### src/rtl/ctaf_map.svh
`ifndef CTAF_MAP_SVH
`define CTAF_MAP_SVH

// Register byte offsets on the register bus.
`define CTAF_OFS_ABORT_DONE 8'h00
`define CTAF_OFS_PICK       8'h04
`define CTAF_OFS_FILTER     8'h08
`define CTAF_OFS_TX_FLAG    8'h0C
`define CTAF_OFS_ABORT_REQ  8'h10
`define CTAF_OFS_IRQ_STAT   8'h14
`define CTAF_OFS_IRQ_EN     8'h18
`define CTAF_OFS_IRQ_CLR    8'h1C

// Field positions.
`define CTAF_MODE_LSB 4
`define CTAF_HIT_LSB  0
`define CTAF_RX_IRQ_BIT 3

// Reset values.
`define CTAF_RST_ABORT_DONE 3'h0
`define CTAF_RST_PICK       3'h0
`define CTAF_RST_TX_EMPTY   3'h7
`define CTAF_RST_ABORT_REQ  3'h0
`define CTAF_RST_MODE       2'h0
`define CTAF_RST_HIT        3'h0
`define CTAF_RST_IRQ        4'h0

// Bus answers.
`define CTAF_RESP_OKAY   2'h0
`define CTAF_RESP_SLVERR 2'h2

`endif

### src/rtl/ctaf_pkg.sv
`default_nettype none
package ctaf_pkg;
  typedef enum logic [1:0] {
    FILT_TWO_32,
    FILT_FOUR_16,
    FILT_EIGHT_8,
    FILT_CLOSED
  } ctaf_filt_e;
  typedef logic [2:0] ctaf_buf_t;
  typedef logic [3:0] ctaf_irq_t;
endpackage
`default_nettype wire

### src/rtl/ctaf_lowbit.sv
`timescale 1ns/10ps
`default_nettype none
module ctaf_lowbit (
  // Raw selection
  input  wire logic [2:0] req,
  // Lowest set bit only
  output logic      [2:0] low
);
  logic [3:0] seen;

  assign seen[0] = 1'b0;

  genvar i;
  for (i = 0; i < 3; i = i + 1) begin : g_bit
    assign low[i]      = req[i] & ~seen[i];
    assign seen[i + 1] = seen[i] | req[i];
  end
endmodule
`default_nettype wire

### src/rtl/ctaf_axil.sv
`timescale 1ns/10ps
`default_nettype none
`include "ctaf_map.svh"
module ctaf_axil (
  // Clock and reset
  input  wire logic        clk,
  input  wire logic        rst_n,
  // Write channels
  input  wire logic [7:0]  awaddr,
  input  wire logic        awvalid,
  output logic             awready,
  input  wire logic [31:0] wdata,
  input  wire logic [3:0]  wstrb,
  input  wire logic        wvalid,
  output logic             wready,
  output logic [1:0]       bresp,
  output logic             bvalid,
  input  wire logic        bready,
  // Read channels
  input  wire logic [7:0]  araddr,
  input  wire logic        arvalid,
  output logic             arready,
  output logic [31:0]      rdata,
  output logic [1:0]       rresp,
  output logic             rvalid,
  input  wire logic        rready,
  // Register side
  output logic             wr_en,
  output logic [7:0]       wr_addr,
  output logic [31:0]      wr_data,
  output logic [3:0]       wr_strb,
  input  wire logic        wr_err,
  output logic [7:0]       rd_addr,
  input  wire logic [31:0] rd_data,
  input  wire logic        rd_err
);
  logic aw_full;
  logic w_full;

  assign wr_en   = aw_full & w_full & ~bvalid;
  assign rd_addr = araddr;

  // Address and data are held separately so either may arrive first.
  always_ff @(posedge clk or negedge rst_n) begin
    if (!rst_n) begin
      awready <= 1'b0;
      wready  <= 1'b0;
      aw_full <= 1'b0;
      w_full  <= 1'b0;
      wr_addr <= 8'h00;
      wr_data <= 32'h00000000;
      wr_strb <= 4'h0;
      bvalid  <= 1'b0;
      bresp   <= `CTAF_RESP_OKAY;
    end else begin
      if (awvalid && awready) begin
        wr_addr <= awaddr;
        aw_full <= 1'b1;
        awready <= 1'b0;
      end else if (!aw_full && !bvalid) begin
        awready <= 1'b1;
      end
      if (wvalid && wready) begin
        wr_data <= wdata;
        wr_strb <= wstrb;
        w_full  <= 1'b1;
        wready  <= 1'b0;
      end else if (!w_full && !bvalid) begin
        wready <= 1'b1;
      end
      if (wr_en) begin
        aw_full <= 1'b0;
        w_full  <= 1'b0;
        bvalid  <= 1'b1;
        bresp   <= wr_err ? `CTAF_RESP_SLVERR : `CTAF_RESP_OKAY;
      end else if (bvalid && bready) begin
        bvalid <= 1'b0;
      end
    end
  end

  always_ff @(posedge clk or negedge rst_n) begin
    if (!rst_n) begin
      arready <= 1'b0;
      rvalid  <= 1'b0;
      rdata   <= 32'h00000000;
      rresp   <= `CTAF_RESP_OKAY;
    end else if (arvalid && arready) begin
      arready <= 1'b0;
      rvalid  <= 1'b1;
      rdata   <= rd_data;
      rresp   <= rd_err ? `CTAF_RESP_SLVERR : `CTAF_RESP_OKAY;
    end else if (rvalid && rready) begin
      rvalid <= 1'b0;
    end else if (!rvalid) begin
      arready <= 1'b1;
    end
  end
endmodule
`default_nettype wire

### src/rtl/ctaf_top.sv
// How it works
// - Abort acknowledge held reset in init mode.
// - Abort acknowledge flags are read-only to software.
// - Flag sets when abort request aborted message.
// - Clearing empty flag clears abort acknowledge.
// - Buffer select reset in init, writable only in run mode.
// - Lowest set select bit maps the window.
// - Select reads back lowest set bit only.
// - Window blocked while selected buffer scheduled.
// - No buffer selected means no window access.
// - Mode writable only in init; hit read-only.
// - Mode decodes 2x32, 4x16, 8x8, closed.
// - Closed filter never reloads foreground buffer.
// - Hit field gives matching filter number 0-7.
// - Hit updates when foreground buffer is loaded.
// - Empty flag sets on send or granted abort.
// - Abort granted only if idle or failed.
//
// Our own choices: the AXI4-Lite register port and the register addresses.
`timescale 1ns/10ps
`default_nettype none
`include "ctaf_map.svh"
module ctaf_top (
  // Clock and reset
  input  wire logic        sys_clk,
  input  wire logic        resetn,
  // Register bus, write address
  input  wire logic [7:0]  s_axi_awaddr,
  input  wire logic        s_axi_awvalid,
  output logic             s_axi_awready,
  // Register bus, write data
  input  wire logic [31:0] s_axi_wdata,
  input  wire logic [3:0]  s_axi_wstrb,
  input  wire logic        s_axi_wvalid,
  output logic             s_axi_wready,
  // Register bus, write response
  output logic [1:0]       s_axi_bresp,
  output logic             s_axi_bvalid,
  input  wire logic        s_axi_bready,
  // Register bus, read address
  input  wire logic [7:0]  s_axi_araddr,
  input  wire logic        s_axi_arvalid,
  output logic             s_axi_arready,
  // Register bus, read data
  output logic [31:0]      s_axi_rdata,
  output logic [1:0]       s_axi_rresp,
  output logic             s_axi_rvalid,
  input  wire logic        s_axi_rready,
  // Controller mode
  input  wire logic        init_request,
  input  wire logic        init_acknowledge,
  // Transmit engine
  input  wire logic [2:0]  tx_sent,
  input  wire logic [2:0]  tx_active,
  output logic [2:0]       tx_buffer_empty_flags,
  output logic [2:0]       abort_request_bits,
  // Transmit buffer window
  output logic [2:0]       tx_window_sel,
  output logic             tx_window_open,
  // Receive side
  input  wire logic        rx_shift,
  input  wire logic [2:0]  rx_hit_in,
  output logic [1:0]       filter_mode,
  output logic [7:0]       filter_enables,
  output logic             rx_fg_load,
  // Interrupt
  output logic             irq
);
  // Reset release.
  // The release is synchronised so every flop leaves reset on one edge.
  logic rst_meta;
  logic rst_n;

  always_ff @(posedge sys_clk or negedge resetn) begin
    if (!resetn) begin
      rst_meta <= 1'b0;
      rst_n    <= 1'b0;
    end else begin
      rst_meta <= 1'b1;
      rst_n    <= rst_meta;
    end
  end

  // Register bus slave.
  logic        wr_en;
  logic [7:0]  wr_addr;
  logic [31:0] wr_data;
  logic [3:0]  wr_strb;
  logic        wr_err;
  logic [7:0]  rd_addr;
  logic [31:0] rd_data;
  logic        rd_err;

  ctaf_axil u_axil (
    .clk     (sys_clk),
    .rst_n   (rst_n),
    .awaddr  (s_axi_awaddr),
    .awvalid (s_axi_awvalid),
    .awready (s_axi_awready),
    .wdata   (s_axi_wdata),
    .wstrb   (s_axi_wstrb),
    .wvalid  (s_axi_wvalid),
    .wready  (s_axi_wready),
    .bresp   (s_axi_bresp),
    .bvalid  (s_axi_bvalid),
    .bready  (s_axi_bready),
    .araddr  (s_axi_araddr),
    .arvalid (s_axi_arvalid),
    .arready (s_axi_arready),
    .rdata   (s_axi_rdata),
    .rresp   (s_axi_rresp),
    .rvalid  (s_axi_rvalid),
    .rready  (s_axi_rready),
    .wr_en   (wr_en),
    .wr_addr (wr_addr),
    .wr_data (wr_data),
    .wr_strb (wr_strb),
    .wr_err  (wr_err),
    .rd_addr (rd_addr),
    .rd_data (rd_data),
    .rd_err  (rd_err)
  );

  // State.
  ctaf_pkg::ctaf_buf_t  abort_done_flags;
  ctaf_pkg::ctaf_buf_t  pick;
  ctaf_pkg::ctaf_buf_t  filter_match_field;
  ctaf_pkg::ctaf_irq_t  irq_stat;
  ctaf_pkg::ctaf_irq_t  irq_en;
  ctaf_pkg::ctaf_filt_e mode;

  // Mode decode.
  logic init_mode;
  logic run_mode;

  assign init_mode = init_request & init_acknowledge;
  assign run_mode  = ~init_request & ~init_acknowledge;

  // Write decode; only byte lane 0 holds implemented bits.
  logic wr_lo;
  logic wr_mapped;
  logic wr_pick;
  logic wr_filter;
  logic wr_txflag;
  logic wr_abreq;
  logic wr_irq_en;
  logic wr_irq_clr;

  assign wr_lo      = wr_en & wr_strb[0];
  assign wr_pick    = wr_lo & (wr_addr == `CTAF_OFS_PICK);
  assign wr_filter  = wr_lo & (wr_addr == `CTAF_OFS_FILTER);
  assign wr_txflag  = wr_lo & (wr_addr == `CTAF_OFS_TX_FLAG);
  assign wr_abreq   = wr_lo & (wr_addr == `CTAF_OFS_ABORT_REQ);
  assign wr_irq_en  = wr_lo & (wr_addr == `CTAF_OFS_IRQ_EN);
  assign wr_irq_clr = wr_lo & (wr_addr == `CTAF_OFS_IRQ_CLR);
  assign wr_mapped  = (wr_addr == `CTAF_OFS_ABORT_DONE)
                    | (wr_addr == `CTAF_OFS_PICK)
                    | (wr_addr == `CTAF_OFS_FILTER)
                    | (wr_addr == `CTAF_OFS_TX_FLAG)
                    | (wr_addr == `CTAF_OFS_ABORT_REQ)
                    | (wr_addr == `CTAF_OFS_IRQ_STAT)
                    | (wr_addr == `CTAF_OFS_IRQ_EN)
                    | (wr_addr == `CTAF_OFS_IRQ_CLR);
  // A write to a hole in the map answers with an error so it is not lost.
  assign wr_err     = ~wr_mapped;

  // Transmit bookkeeping.
  logic [2:0] cpu_clr_txe;
  logic [2:0] cpu_abreq;
  logic [2:0] abort_grant;
  logic [2:0] txe_set;
  logic [2:0] next_txe;
  logic [2:0] next_abort_done_flags;
  logic [2:0] next_abreq;

  assign cpu_clr_txe = {3{wr_txflag & run_mode}} & wr_data[2:0];
  assign cpu_abreq   = {3{wr_abreq & run_mode}} & wr_data[2:0];
  // A buffer already on the wire keeps going; a success beats the abort.
  assign abort_grant = abort_request_bits & ~tx_buffer_empty_flags
                     & ~tx_active & ~tx_sent;
  assign txe_set     = tx_sent | abort_grant;
  // The engine's set wins over a software clear in the same cycle.
  assign next_txe    = (tx_buffer_empty_flags & ~cpu_clr_txe) | txe_set;
  assign next_abort_done_flags  = (abort_done_flags & ~cpu_clr_txe)
                     | abort_grant;
  // A request on an empty buffer has nothing to abort and is dropped.
  assign next_abreq  = (abort_request_bits | cpu_abreq)
                     & ~tx_buffer_empty_flags & ~txe_set;

  always_ff @(posedge sys_clk or negedge rst_n) begin
    if (!rst_n) begin
      tx_buffer_empty_flags <= `CTAF_RST_TX_EMPTY;
      abort_done_flags      <= `CTAF_RST_ABORT_DONE;
      abort_request_bits    <= `CTAF_RST_ABORT_REQ;
    end else if (init_mode) begin
      tx_buffer_empty_flags <= `CTAF_RST_TX_EMPTY;
      abort_done_flags      <= `CTAF_RST_ABORT_DONE;
      abort_request_bits    <= `CTAF_RST_ABORT_REQ;
    end else begin
      tx_buffer_empty_flags <= next_txe;
      abort_done_flags      <= next_abort_done_flags;
      abort_request_bits    <= next_abreq;
    end
  end

  // Buffer select; software is expected to write back the flag value.
  logic [2:0] pick_low;
  logic [2:0] next_pick;
  logic       next_window_open;
  logic       wr_pick_ok;
  logic [2:0] pick_free;

  ctaf_lowbit u_lowbit (
    .req (pick),
    .low (pick_low)
  );

  assign wr_pick_ok = wr_pick & run_mode;
  assign next_pick  = wr_pick_ok ? wr_data[2:0] : pick;
  // A scheduled buffer stays locked so its frame cannot change mid-send.
  assign pick_free        = pick_low & tx_buffer_empty_flags;
  assign next_window_open = |pick_free;

  always_ff @(posedge sys_clk or negedge rst_n) begin
    if (!rst_n) begin
      pick           <= `CTAF_RST_PICK;
      tx_window_sel  <= `CTAF_RST_PICK;
      tx_window_open <= 1'b0;
    end else begin
      pick           <= init_mode ? `CTAF_RST_PICK : next_pick;
      tx_window_sel  <= pick_low;
      tx_window_open <= next_window_open;
    end
  end

  // Acceptance filter control.
  logic       rx_accept;
  logic       wr_mode;
  logic [7:0] next_enables;

  // A closed filter drops the frame before it can touch the hit field.
  assign rx_accept = rx_shift & (mode != ctaf_pkg::FILT_CLOSED);
  assign wr_mode   = wr_filter & init_mode;

  always_comb begin
    case (mode)
      ctaf_pkg::FILT_TWO_32:  next_enables = 8'h03;
      ctaf_pkg::FILT_FOUR_16: next_enables = 8'h0F;
      ctaf_pkg::FILT_EIGHT_8: next_enables = 8'hFF;
      default:                next_enables = 8'h00;
    endcase
  end

  // Init mode leaves the filter set-up alone so it survives a restart.
  always_ff @(posedge sys_clk or negedge rst_n) begin
    if (!rst_n) begin
      mode <= ctaf_pkg::ctaf_filt_e'(`CTAF_RST_MODE);
    end else if (wr_mode) begin
      mode <= ctaf_pkg::ctaf_filt_e'(wr_data[`CTAF_MODE_LSB +: 2]);
    end
  end

  always_ff @(posedge sys_clk or negedge rst_n) begin
    if (!rst_n) begin
      filter_match_field <= `CTAF_RST_HIT;
      rx_fg_load         <= 1'b0;
      filter_mode        <= `CTAF_RST_MODE;
      filter_enables     <= 8'h00;
    end else begin
      if (rx_accept) begin
        filter_match_field <= rx_hit_in;
      end
      rx_fg_load     <= rx_accept;
      filter_mode    <= mode;
      filter_enables <= next_enables;
    end
  end

  // Interrupt status; an event in the clearing cycle stays set.
  logic [3:0] irq_event;
  logic [3:0] irq_clr;
  logic [3:0] next_stat;
  logic [3:0] next_en;
  logic       next_irq;

  assign irq_event = {rx_accept, txe_set};
  assign irq_clr   = {4{wr_irq_clr}} & wr_data[3:0];
  assign next_stat = (irq_stat & ~irq_clr) | irq_event;
  assign next_en   = wr_irq_en ? wr_data[3:0] : irq_en;
  // The pin trails the status by one clock so that it leaves a flop.
  assign next_irq  = |(irq_stat & irq_en);

  always_ff @(posedge sys_clk or negedge rst_n) begin
    if (!rst_n) begin
      irq_stat <= `CTAF_RST_IRQ;
      irq_en   <= `CTAF_RST_IRQ;
      irq      <= 1'b0;
    end else begin
      irq_stat <= next_stat;
      irq_en   <= next_en;
      irq      <= next_irq;
    end
  end

  // Read mux; every unlisted bit reads as zero.
  logic [31:0] rd_abort_done_flags;
  logic [31:0] rd_pick;
  logic [31:0] rd_filter;
  logic [31:0] rd_txflag;
  logic [31:0] rd_abreq;
  logic [31:0] rd_stat;
  logic [31:0] rd_en;
  logic        rd_mapped;

  assign rd_abort_done_flags  = {29'h0, abort_done_flags};
  assign rd_pick   = {29'h0, pick_low};
  assign rd_filter = {26'h0, mode, 1'h0, filter_match_field};
  assign rd_txflag = {29'h0, tx_buffer_empty_flags};
  assign rd_abreq  = {29'h0, abort_request_bits};
  assign rd_stat   = {28'h0, irq_stat};
  assign rd_en     = {28'h0, irq_en};
  assign rd_mapped = (rd_addr == `CTAF_OFS_ABORT_DONE)
                   | (rd_addr == `CTAF_OFS_PICK)
                   | (rd_addr == `CTAF_OFS_FILTER)
                   | (rd_addr == `CTAF_OFS_TX_FLAG)
                   | (rd_addr == `CTAF_OFS_ABORT_REQ)
                   | (rd_addr == `CTAF_OFS_IRQ_STAT)
                   | (rd_addr == `CTAF_OFS_IRQ_EN)
                   | (rd_addr == `CTAF_OFS_IRQ_CLR);
  // The clear register is write-only and reads as zero, but unlike a gap it answers without an error.
  assign rd_err    = ~rd_mapped;
  assign rd_data   =
      (rd_addr == `CTAF_OFS_ABORT_DONE) ? rd_abort_done_flags  :
      (rd_addr == `CTAF_OFS_PICK)       ? rd_pick   :
      (rd_addr == `CTAF_OFS_FILTER)     ? rd_filter :
      (rd_addr == `CTAF_OFS_TX_FLAG)    ? rd_txflag :
      (rd_addr == `CTAF_OFS_ABORT_REQ)  ? rd_abreq  :
      (rd_addr == `CTAF_OFS_IRQ_STAT)   ? rd_stat   :
      (rd_addr == `CTAF_OFS_IRQ_EN)     ? rd_en     :
      32'h00000000;
endmodule
`default_nettype wire

### config.mk
export PLATFORM = sky130hd
export DESIGN_NAME = ctaf_top
export DESIGN_NICKNAME = d
export VERILOG_FILES = /design/src/rtl/ctaf_pkg.sv /design/src/rtl/ctaf_lowbit.sv /design/src/rtl/ctaf_axil.sv /design/src/rtl/ctaf_top.sv
export VERILOG_INCLUDE_DIRS = /design/src /design/src/rtl
export SDC_FILE = /design/constraint.sdc
export NUM_CORES = 1
export LEC_CHECK = 0
export CAP_MARGIN = 20
export CORE_MARGIN = 4
export CORE_UTILIZATION = 35
export DETAILED_ROUTE_END_ITERATION = 8
export DONT_BUFFER_PORTS = 1
export PLACE_DENSITY_LB_ADDON = 0.15
export SETUP_SLACK_MARGIN = 0.3
export SYNTH_ARGS = -nofsm -noshare
export SYNTH_HDL_FRONTEND = slang
export SYNTH_SLANG_ARGS = --single-unit
export TNS_END_PERCENT = 20
### constraint.sdc
create_clock -name sys_clk -period 6.4 [get_ports sys_clk]
set_clock_uncertainty 0.2 [all_clocks]
set_input_delay 0 -clock sys_clk [delete_from_list [all_inputs] [get_ports sys_clk]]
set_output_delay 0 -clock sys_clk [all_outputs]
set_load 0.1 [all_outputs]
---- Word-level counts from Yosys, hierarchy flattened ----
Cells that the tools add are included.
cells by class
  shift-type cells ........................ 0
  bitwise operators ....................... 62
  muxes and demuxes ....................... 30
  magnitude comparators ................... 0
  equality and inequality tests ........... 19
  add/subtract/negate cells ............... 0
  div/mod/pow operators ................... 0
  $mul .................................... 0
  reduce and logical (&&, ||, !) cells .... 23
operators by type and width
  cell                                                                    number
  8-bit by 5-bit equality test with 1-bit output (second input constant)  8
  8-bit by 4-bit equality test with 1-bit output (second input constant)  4
  3-bit bitwise AND                                                       10
  8-bit case mux with 3 select lines                                      1
  1-bit bitwise AND                                                       18
  6-bit 2-to-1 mux                                                        3
  8-bit by 3-bit equality test with 1-bit output (second input constant)  2
  8-bit zero test                                                         2
  4-bit 2-to-1 mux                                                        4
  1-bit 2-to-1 mux                                                        15
  3-bit 2-to-1 mux                                                        5
  3-bit NOT                                                               5
  1-bit bitwise OR                                                        15
  2-bit nonzero test                                                      7
  4-bit bitwise AND                                                       3
  3-bit bitwise OR                                                        4
  1-bit logical AND                                                       7
  1-bit NOT                                                               5
  2-bit 2-to-1 mux                                                        2
  2-bit != test (second input constant)                                   2
  4-bit NOT                                                               1
  4-bit bitwise OR                                                        1
  4-bit OR reduction                                                      1
  1-bit zero test                                                         3
  6 further kinds                                                         6
word-level totals
  memories kept ........................... 0
  input port bits ......................... 71
  latch bits .............................. 0
  ROM bits ................................ 0
  word-level logic and storage cells ...... 163
  output and inout bits ................... 63
  bits in registers ....................... 101
  RAM bits ................................ 0

---- Logic depth before layout (Yosys ltp) ----
Gate-level depths: netlist of the first run.
  depth in word-level cells ............... 10
  depth in mapped cells ................... 5
  mapped depth without buffers ............ 4

---- By module ----
From an unflattened synthesis of the first run, not the netlist that was laid out.
unflattened totals
  cell total of the unflattened synthesis .. 374
  area, all modules ....................... 5212.5 µm²
modules (own cells, without submodules)
  module       area each (µm²)  cells each  times used  sequential area each (µm²)
  ctaf_axil    3323.2           199         1           2127.0
  ctaf_top     1863.0           172         1           954.7
  ctaf_lowbit  26.3             3           1           0.0

---- Least setup slack after synthesis of the first run ----
No wires, ideal clock.
  path type ............................... reg-to-reg
  start ................................... register u_axil.bvalid
  end ..................................... register mode[1]
  data arrival time ....................... 2.302 ns
  stages on the path, launching flop included .. 5
  path slack .............................. 3.771 ns
  required time ........................... 6.072 ns
  path buffers ............................ 0
  setup time .............................. 0.128 ns
  period minus slack after synthesis ...... 2.629 ns
  cells stage by stage .................... dfrtp_1 -> nand3b_4 -> nor4_4 -> or4b_1 -> mux2_1
on the way
  cells in the longest elaborated chain, start to end .. 5
ends and longest elaborated chain
  what                      RTL line         text
  start: declaration        ctaf_axil.sv:17  output logic bvalid,
  start signal: assignment  ctaf_axil.sv:53  bvalid <= 1'b0;
  start signal: assignment  ctaf_axil.sv:74  bvalid <= 1'b1;
  start signal: assignment  ctaf_axil.sv:77  bvalid <= 1'b0;
  1-bit NOT                 ctaf_axil.sv:40  assign wr_en = aw_full & w_full & ~bvalid;
  1-bit bitwise AND         ctaf_axil.sv:40
  1-bit bitwise AND         ctaf_top.sv:149  assign wr_lo = wr_en & wr_strb[0];
  1-bit bitwise AND         ctaf_top.sv:151  assign wr_filter = wr_lo & (wr_addr == `CTAF_OFS_FILTER);
  1-bit bitwise AND         ctaf_top.sv:243  assign wr_mode = wr_filter & init_mode;
  end signal: assignment    ctaf_top.sv:257  mode <= ctaf_pkg::ctaf_filt_e'(`CTAF_RST_MODE);
  end signal: assignment    ctaf_top.sv:259  mode <= ctaf_pkg::ctaf_filt_e'(wr_data[`CTAF_MODE_LSB +: 2]);
  end: declaration          ctaf_top.sv:130  ctaf_pkg::ctaf_filt_e mode;
No other way between the ends.
A chain may end at the register's enable or synchronous reset.

---- Worst setup path after layout of the first run ----
  start ................................... register u_axil.wr_addr[2]
  end ..................................... register abort_request_bits[2]
on the way
  cells in the longest elaborated chain, start to end .. 8
ends and longest elaborated chain
  what                                                             RTL line         text
  start: declaration                                               ctaf_axil.sv:29  output logic [7:0] wr_addr,
  start signal: assignment                                         ctaf_axil.sv:57  wr_addr <= awaddr;
  8-bit by 5-bit equality test with 1-bit output (no source line)  -
  1-bit bitwise AND                                                ctaf_top.sv:153  assign wr_abreq = wr_lo & (wr_addr == `CTAF_OFS_ABORT_REQ);
  1-bit bitwise AND                                                ctaf_top.sv:177  assign cpu_abreq = {3{wr_abreq & run_mode}} & wr_data[2:0];
  3-bit bitwise AND                                                ctaf_top.sv:177
  3-bit bitwise OR                                                 ctaf_top.sv:187  assign next_abreq = (abort_request_bits | cpu_abreq)
  3-bit bitwise AND (2 in series)                                  ctaf_top.sv:188  & ~tx_buffer_empty_flags & ~txe_set;
  3-bit 2-to-1 mux                                                 ctaf_top.sv:195  end else if (init_mode) begin
  end signal: assignment                                           ctaf_top.sv:194  abort_request_bits <= `CTAF_RST_ABORT_REQ;
  end signal: assignment                                           ctaf_top.sv:198  abort_request_bits <= `CTAF_RST_ABORT_REQ;
  end signal: assignment                                           ctaf_top.sv:202  abort_request_bits <= next_abreq;
  end: declaration                                                 ctaf_top.sv:56   output logic [2:0] abort_request_bits,
No other way between the ends.

==> summary.md, run 1 <==
| Metric | Value |
|---|---|
| I/O pins | `about 130` |
| CTS Buf Count | `9` |
| Die footprint | `around 11000 µm²` |
| P_int | `around 820 µW` |
| Main combinational cell family by area after synthesis | `simple AND/OR/NAND/NOR gates` |
| Synth Area in Compound Gates | `0.09872` |
| Crit path arrival time | `3620 ps` |
| Seq/Total Area, Yosys | `0.5297` |
| Sequential Power Share | `0.542` |
| Critical path class | `reg2reg` |
| Syn Area/Cell | `11.38 µm²` |
| Layout Cells excl Fill | `between 400 and 500` |
| Tcrit/Tclk final | `0.5534` |
| Largest net degree at the start of global routing | `67` |
| Share of cells above drive strength 1 | `0.1525` |
| Stages on the worst setup path | `6` |
| Dpl ws | `3515 ps` |
| Vias in the first global route | `between 2000 and 2500` |
| Pwr Density | `341.0 nW/µm²` |
| Crit path max-delay cell type | `nor4_1` |
| NetSw | `~560 µW` |
| Post-route ant nets | `0` |
| Via count | `2278` |
| Area Growth Syn to Fin | `25.15%` |
| Total track usage | `0.1441` |
| Top cells by count, synth | `65 x dfrtp_1, 33 x buf_4, 27 x nand2_1, 24 x mux2_2, 12 x inv_1` |
| Post-route setup TNS | `0 ps` |
| Xor and xnor area share after synthesis | `0` |
| Worst path required time | `6480 ps` |
| Post-synth top area cell | `dfrtp_1` |
| Status | `finished, final reports clean` |
| H-tree depth | `3` |
| CP max stage delay | `690 ps` |
| Die Wd | `103.9 µm` |
| Mapped Cells | `283` |
| Initial antenna violation count | `0` |
| Final setup viols | `0` |
| Netlist cell types | `47` |
| CP cell instances | `or4b_2 -> dlygate4sd3_1 -> nor4_1 -> a21oi_1 -> nor3_1 -> dlygate4sd3_1` |
| Leakage | `0.001755 µW` |
| RSZ-0062 raised after global routing | `no` |
| Clk pwr share | `0.226` |
| CP most frequent cell | `dlygate4sd3_1` |
| Global placement routability congestion | `~0.7` |
| Wire per inst | `around 16 µm` |
| Root Driver | `clkbuf_8` |
| Ys Warns | `0` |
| DRT Pass-1 Iters | `4` |
| Final WL | `7420 µm` |
| 1st-iter DRT viols | `111` |
| Initial Utilization | `0.3638` |
| I/O Buffers | `0` |
| First-pass GRT wire length | `between 10000 and 15000 µm` |
| CP top delay family | `simple AND/OR/NAND/NOR gates` |
| Worst Setup Start Kind | `register` |
| Post-route DRC | `0` |
| Post-layout minimum cycle time | `approximately 3500 ps` |
| Die height | `103.9 µm` |
| Global route overflow | `0` |
| Synthesized flop and latch total | `68` |
| Postcts setup bufs | `0` |
| Relative slew slack | `0.2719` |
| EDFF count, synth | `0` |
| Worst setup margin | `around 2900 ps` |
| Clock tree buffer depth | `2` |
| Hold Path Stages | `4` |
| Clk_lat worst skew | `340 ps` |
| Top-area cell type share of the netlist area | `0.5052` |
| Multiplexer area fraction after synthesis | `0.1104` |
| Final nets | `423` |
| Crit path capture type | `register` |
| Area of the core | `8848 µm²` |
| Slew Viols, Final | `0` |
| Worst-case reg-to-reg path depth | `6` |
| Post-synthesis simple-gate area fraction | `0.1492` |
| Buf/Inv on CP | `2` |
| N_diodes | `0` |
| Synth area leaders | `dfrtp_1 51%, mux2_2 8.4%, buf_4 7.7%` |
| Row count | `34` |
| Combinational power share | `0.231` |
| Final core occ | `0.4553` |
| Maximum VDD drop | `270.1 µV` |
| Fmax | `roughly 280 MHz` |
| Synth Flop Type | `dfrtp_1` |
| Sw Ratio | `0.4052` |
| CTS tree | `built` |
| Post-Syn Area | `approximately 3200 µm²` |
| Worst-path fanout max | `6` |
| Hold crit path type | `in2reg` |
| Post-DP HPWL | `4940 µm` |
| Most common cell in the synthesized netlist | `dfrtp_1` |
| Max-cap violations | `0` |
| Asr flop ratio synth | `1.000` |
| Worst-Margin Slew | `approximately 1100 ps` |
| Post-Synth Adder-Cell Area | `0.01166` |
| Reg clk slew, reported paths | `70 ps` |
| Final Hold Viols | `0` |
| Clk sinks | `68` |
| Vias per cell | `slightly below 5` |
| Placed cells | `381` |
-- flip-flops by register name, indices dropped and copies added (netlist names), 4 cells and up --
register and count:
u_axil.wr_addr 8, irq_en 4, u_axil.wr_data 6, u_axil.rdata 6, irq_stat 4
-- area by class of cell --
cell class	count	area, µm²
clock buffer	14	162.7
clock inverter	2	10.01
fill	875	4820
inverter	12	45.04
multi-input combinational	191	1300
sequential	68	1713
tap	108	135.1
timing repair buffer	67	663.1
-- stage by stage --
step / hold slack (ps) / total power [µW] / instance area, µm²
after detailed placement: -495.5 / 1005 / 3206
after CTS: 20.17 / 1391 / 4029
after global routing: 69.20 / 1462 / 4029
after floorplan: -495.6 / 968.3 / 3321
after global placement: -495.5 / 999.1 / 3201
final: 39.50 / 1374 / 4029
-- power by group through the flow --
stage | clock network (µW) | logic, µW | registers, µW
global placement | 0 | 246 | 753
CTS | 328 | 317 | 746
finish | 311 | 318 | 745
global route | 356 | 347 | 760
floorplan | 0 | 241 | 727
detailed placement | 0 | 252 | 754
-- layout by cell type, fill, tap and decap left out, drive strengths merged, types with 3 or more instances in the layout --
cell         netlist  final
ha                 3      3
clkbuf             6     14
nor3b              4      4
a21oi              8      8
mux2i              4      4
nand3              5      5
nor4               4      4
dfstp              3      3
inv               12     12
a21o               5      5
nand3b             4      4
dfrtp             65     65
o21a               6      6
mux2              26     26
nand2             27     27
or4b               3      3
a211o              3      3
nor2b              8      8
dlygate4sd3        0     65
a31oi              4      4
nor2               9      9
nor3               4      4
o211ai             3      3
o21ai              8      8
conb               2     29
and3b              3      3
-- layer usage --
metal,track usage,up-vias,wire (µm),part of all wire
met5,0,-,0,0
met4,0.04463,0,87,0.012
met3,0.05214,8,488,0.066
met2,0.2354,78,3633,0.49
met1,0.1782,1128,3211,0.43
li1,-,1064,-,-
-- tightest hold or removal path, cell delays in order --
cell,delay [ps]
nor4bb_1,30
a211oi_1,200
o211ai_1,120
a22o_1,190
-- worst paths after layout --
| path | end | startpoint | slack (ps) |
|---|---|---|---|
| max in group asynchronous | filter_enables[6]$_DFF_PN0_ | rst_n$_DFF_PN0_ | 5100 |
| min in group asynchronous | rst_meta$_DFF_PN0_ | resetn | 220 |
| max reg2reg | abort_request_bits[2]$_DFF_PN0_ | u_axil.wr_addr[2]$_DFFE_PN0P_ | 2860 |
| min | u_axil.rdata[1]$_DFFE_PN0P_ | s_axi_araddr[2] | 40 |
| max | abort_request_bits[2]$_DFF_PN0_ | u_axil.wr_addr[2]$_DFFE_PN0P_ | 2860 |
| min reg2reg | rst_n$_DFF_PN0_ | rst_meta$_DFF_PN0_ | 160 |
-- repair_timing --
action | in CTS | in global routing
resized for setup | 0 | 0
hold endpoints to repair | 51 | 0
hold buffers | 65 | 0
-- cell families (layout without fill, tap and decap cells) --
family	count (synthesis)	count (layout)
AND/OR/NAND/NOR	81	81
flip-flops	68	68
buffers and inverters	51	95
AO/OA/AOI/OAI	47	47
multiplexers	31	31
adder cells (fa/ha/maj)	3	3
other	2	29
No activity file was read; power rests on OpenSTA's default activity.
==> run 2: changes to the inputs <==
==> constraint.sdc (replaced) <==
create_clock -name sys_clk -period 3.14 [get_ports sys_clk]
set_clock_uncertainty 0.2 [all_clocks]
set_input_delay 0 -clock sys_clk [delete_from_list [all_inputs] [get_ports sys_clk]]
set_output_delay 0 -clock sys_clk [all_outputs]
set_load 0.1 [all_outputs]
==> summary.md, run 2 (synthesis gave the netlist of run 1 again) <==
| Metric | Value |
|---|---|
| Final Hold Viols | `0` |
| Clock tree buffer depth | `2` |
| 1st-iter DRT viols | `126` |
| Final setup viols | `0` |
| Post-layout minimum cycle time | `around 2700 ps` |
| Top reg by flops | `u_axil.wr_addr` |
| Post-route setup TNS | `0 ps` |
| Final WL | `7495 µm` |
| Leakage | `0.001850 µW` |
| Die Wd | `103.9 µm` |
| Vias in the first global route | `2455` |
| Die footprint | `10800 µm²` |
| Final nets | `438` |
| Most common cell after layout, fill and taps aside | `dlygate4sd3_1` |
| Via count | `between 2000 and 2500` |
| I/O pins | `134` |
| CTS tree | `built` |
| Total track usage | `0.1457` |
| Final instance area | `roughly 4200 µm²` |
| I/O Buffers | `0` |
| Reg clk slew, reported paths | `70 ps` |
| Root Driver | `clkbuf_8` |
| Fmax | `373.8 MHz` |
| Relative slew slack | `0.2710` |
| Initial Utilization | `0.3638` |
| Initial antenna violation count | `0` |
| Placed Area | `3326 µm²` |
| Global route overflow | `0` |
| Pwr Density | `717.9 nW/µm²` |
| Worst path required time | `3220 ps` |
| Die height | `103.9 µm` |
| Largest register FFs | `8` |
| Postcts setup bufs | `0` |
| Post-DP HPWL | `5098 µm` |
| Critical path class | `in2reg` |
| Clk sinks | `68` |
| CTS Buf Count | `9` |
| Wire per inst | `between 15 and 20 µm` |
| Crit path max-delay cell type | `dlygate4sd3_1` |
| Post-route DRC | `0` |
| Max-cap violations | `0` |
| Worst Setup Start Kind | `input pin` |
| Largest regs | `u_axil.wr_addr x8, u_axil.rdata x6, u_axil.wr_data x6` |
| Post-route ant nets | `0` |
| Maximum VDD drop | `456.3 µV` |
| Area Growth Syn to Fin | `30.82%` |
| Crit path capture type | `register` |
| CP max stage delay | `590 ps` |
| DRT Pass-1 Iters | `4` |
| RSZ-0062 raised after global routing | `no` |
| Largest net degree at the start of global routing | `45` |
| CP cell instances | `dlygate4sd3_1 -> or4_1 -> dlygate4sd3_1 -> nor3_1 -> a21oi_1 -> a31oi_1 -> dlygate4sd3_1` |
| Layout Cells excl Fill | `477` |
| Row count | `34` |
| Share of cells above drive strength 1 | `0.1924` |
| CP most frequent cell | `dlygate4sd3_1` |
| Hold crit path type | `reg2async` |
| Worst-Margin Slew | `1098 ps` |
| Status | `finished, final reports clean` |
| First-pass GRT wire length | `roughly 13000 µm` |
| Area of the core | `8848 µm²` |
| Vias per cell | `4.784` |
| N_diodes | `0` |
| Tcrit/Tclk final | `0.8520` |
| Placed cells | `395` |
| Crit path arrival time | `2750 ps` |
| Clk_lat worst skew | `approximately 340 ps` |
| Global placement routability congestion | `0.7411` |
| H-tree depth | `3` |
| Most frequent cells in the layout | `66 x dlygate4sd3_1, 61 x dfrtp_1, 29 x conb_1, 27 x nand2_1, 24 x mux2_2` |
| Slew Viols, Final | `0` |
| Worst-path fanout max | `4` |
==> run 2: changes by cell type in the layout (fill, tap and decap cells not counted), moves of 2 or more <==
| cell | before | now |
|---|---|---|
| clkbuf_1 | 3 | 1 |
| clkinvlp_4 | 0 | 2 |
| bufinv_16 | 0 | 2 |
| clkbuf_8 | 11 | 9 |
| buf_4 | 1 | 15 |
==> run 2: final timing paths <==
path,start,end,slack (ps),cells past startpoint
min reg2reg,rst_n$_DFF_PN0_,u_axil.bvalid$_DFFE_PN0P_,50,0
max reg2reg,tx_buffer_empty_flags[2]$_DFF_PN1_,abort_request_bits[2]$_DFF_PN0_,480,6
min in group sys_clk,s_axi_araddr[2],u_axil.rdata[1]$_DFFE_PN0P_,70,4
max in group asynchronous,rst_n$_DFF_PN0_,tx_buffer_empty_flags[0]$_DFF_PN1_,2010,1
max,s_axi_araddr[7],u_axil.rdata[2]$_DFFE_PN0P_,460,7
min,rst_n$_DFF_PN0_,u_axil.bvalid$_DFFE_PN0P_,50,0
==> run 2: power breakdown <==
group	leakage [µW]	total, µW	internal (µW)	switching (µW)
Sequential	0.000838	1250	1040	209
Combinational	0.000909	991	360	632
Clock	0.000102	786	447	339
Total	0.00185	3020	1840	1180
==> run 2: what timing repair did <==
item                                    CTS  global route
endpoints found under the setup margin    0             1
hold endpoints to repair                 51             0
hold buffers                             66             0
resized for setup                         0             2
==> run 2: metrics by stage <==
step / power, µW / utilization / worst slack [ps] / hold slack (ps)
floorplan: 1974 / - / 510.7 / -495.6
global placement: 2099 / 0.3758 / 590.4 / -495.5
detailed placement: 2110 / 0.3758 / 596.9 / -495.5
CTS: 3051 / 0.4750 / 336.6 / 40.30
global route: 3187 / 0.4760 / 319.0 / 83.04
finish: 3023 / 0.4760 / 464.9 / 52.51
==> run 2: worst max-delay path: cells and delay by family <==
family	cells	cell delay [ps]
compound gates	2	240
buf+inv	3	1670
simple gates	2	840
==> run 2: layer usage <==
layer,global-route usage,wire [µm]
met5,0,0
met4,0.04084,79
met3,0.05462,504
met2,0.2372,3666
met1,0.1814,3244
==> run 2: final cells by class <==
cell class	count	area, µm²
Timing Repair Buffer	82	793.3
Sequential cell	68	1717
Clock buffer	10	127.6
Fill cell	838	4637
Multi-Input combinational cell	191	1305
Inverter	12	45.04
Clock inverter	6	88.84
Tap cell	108	135.1
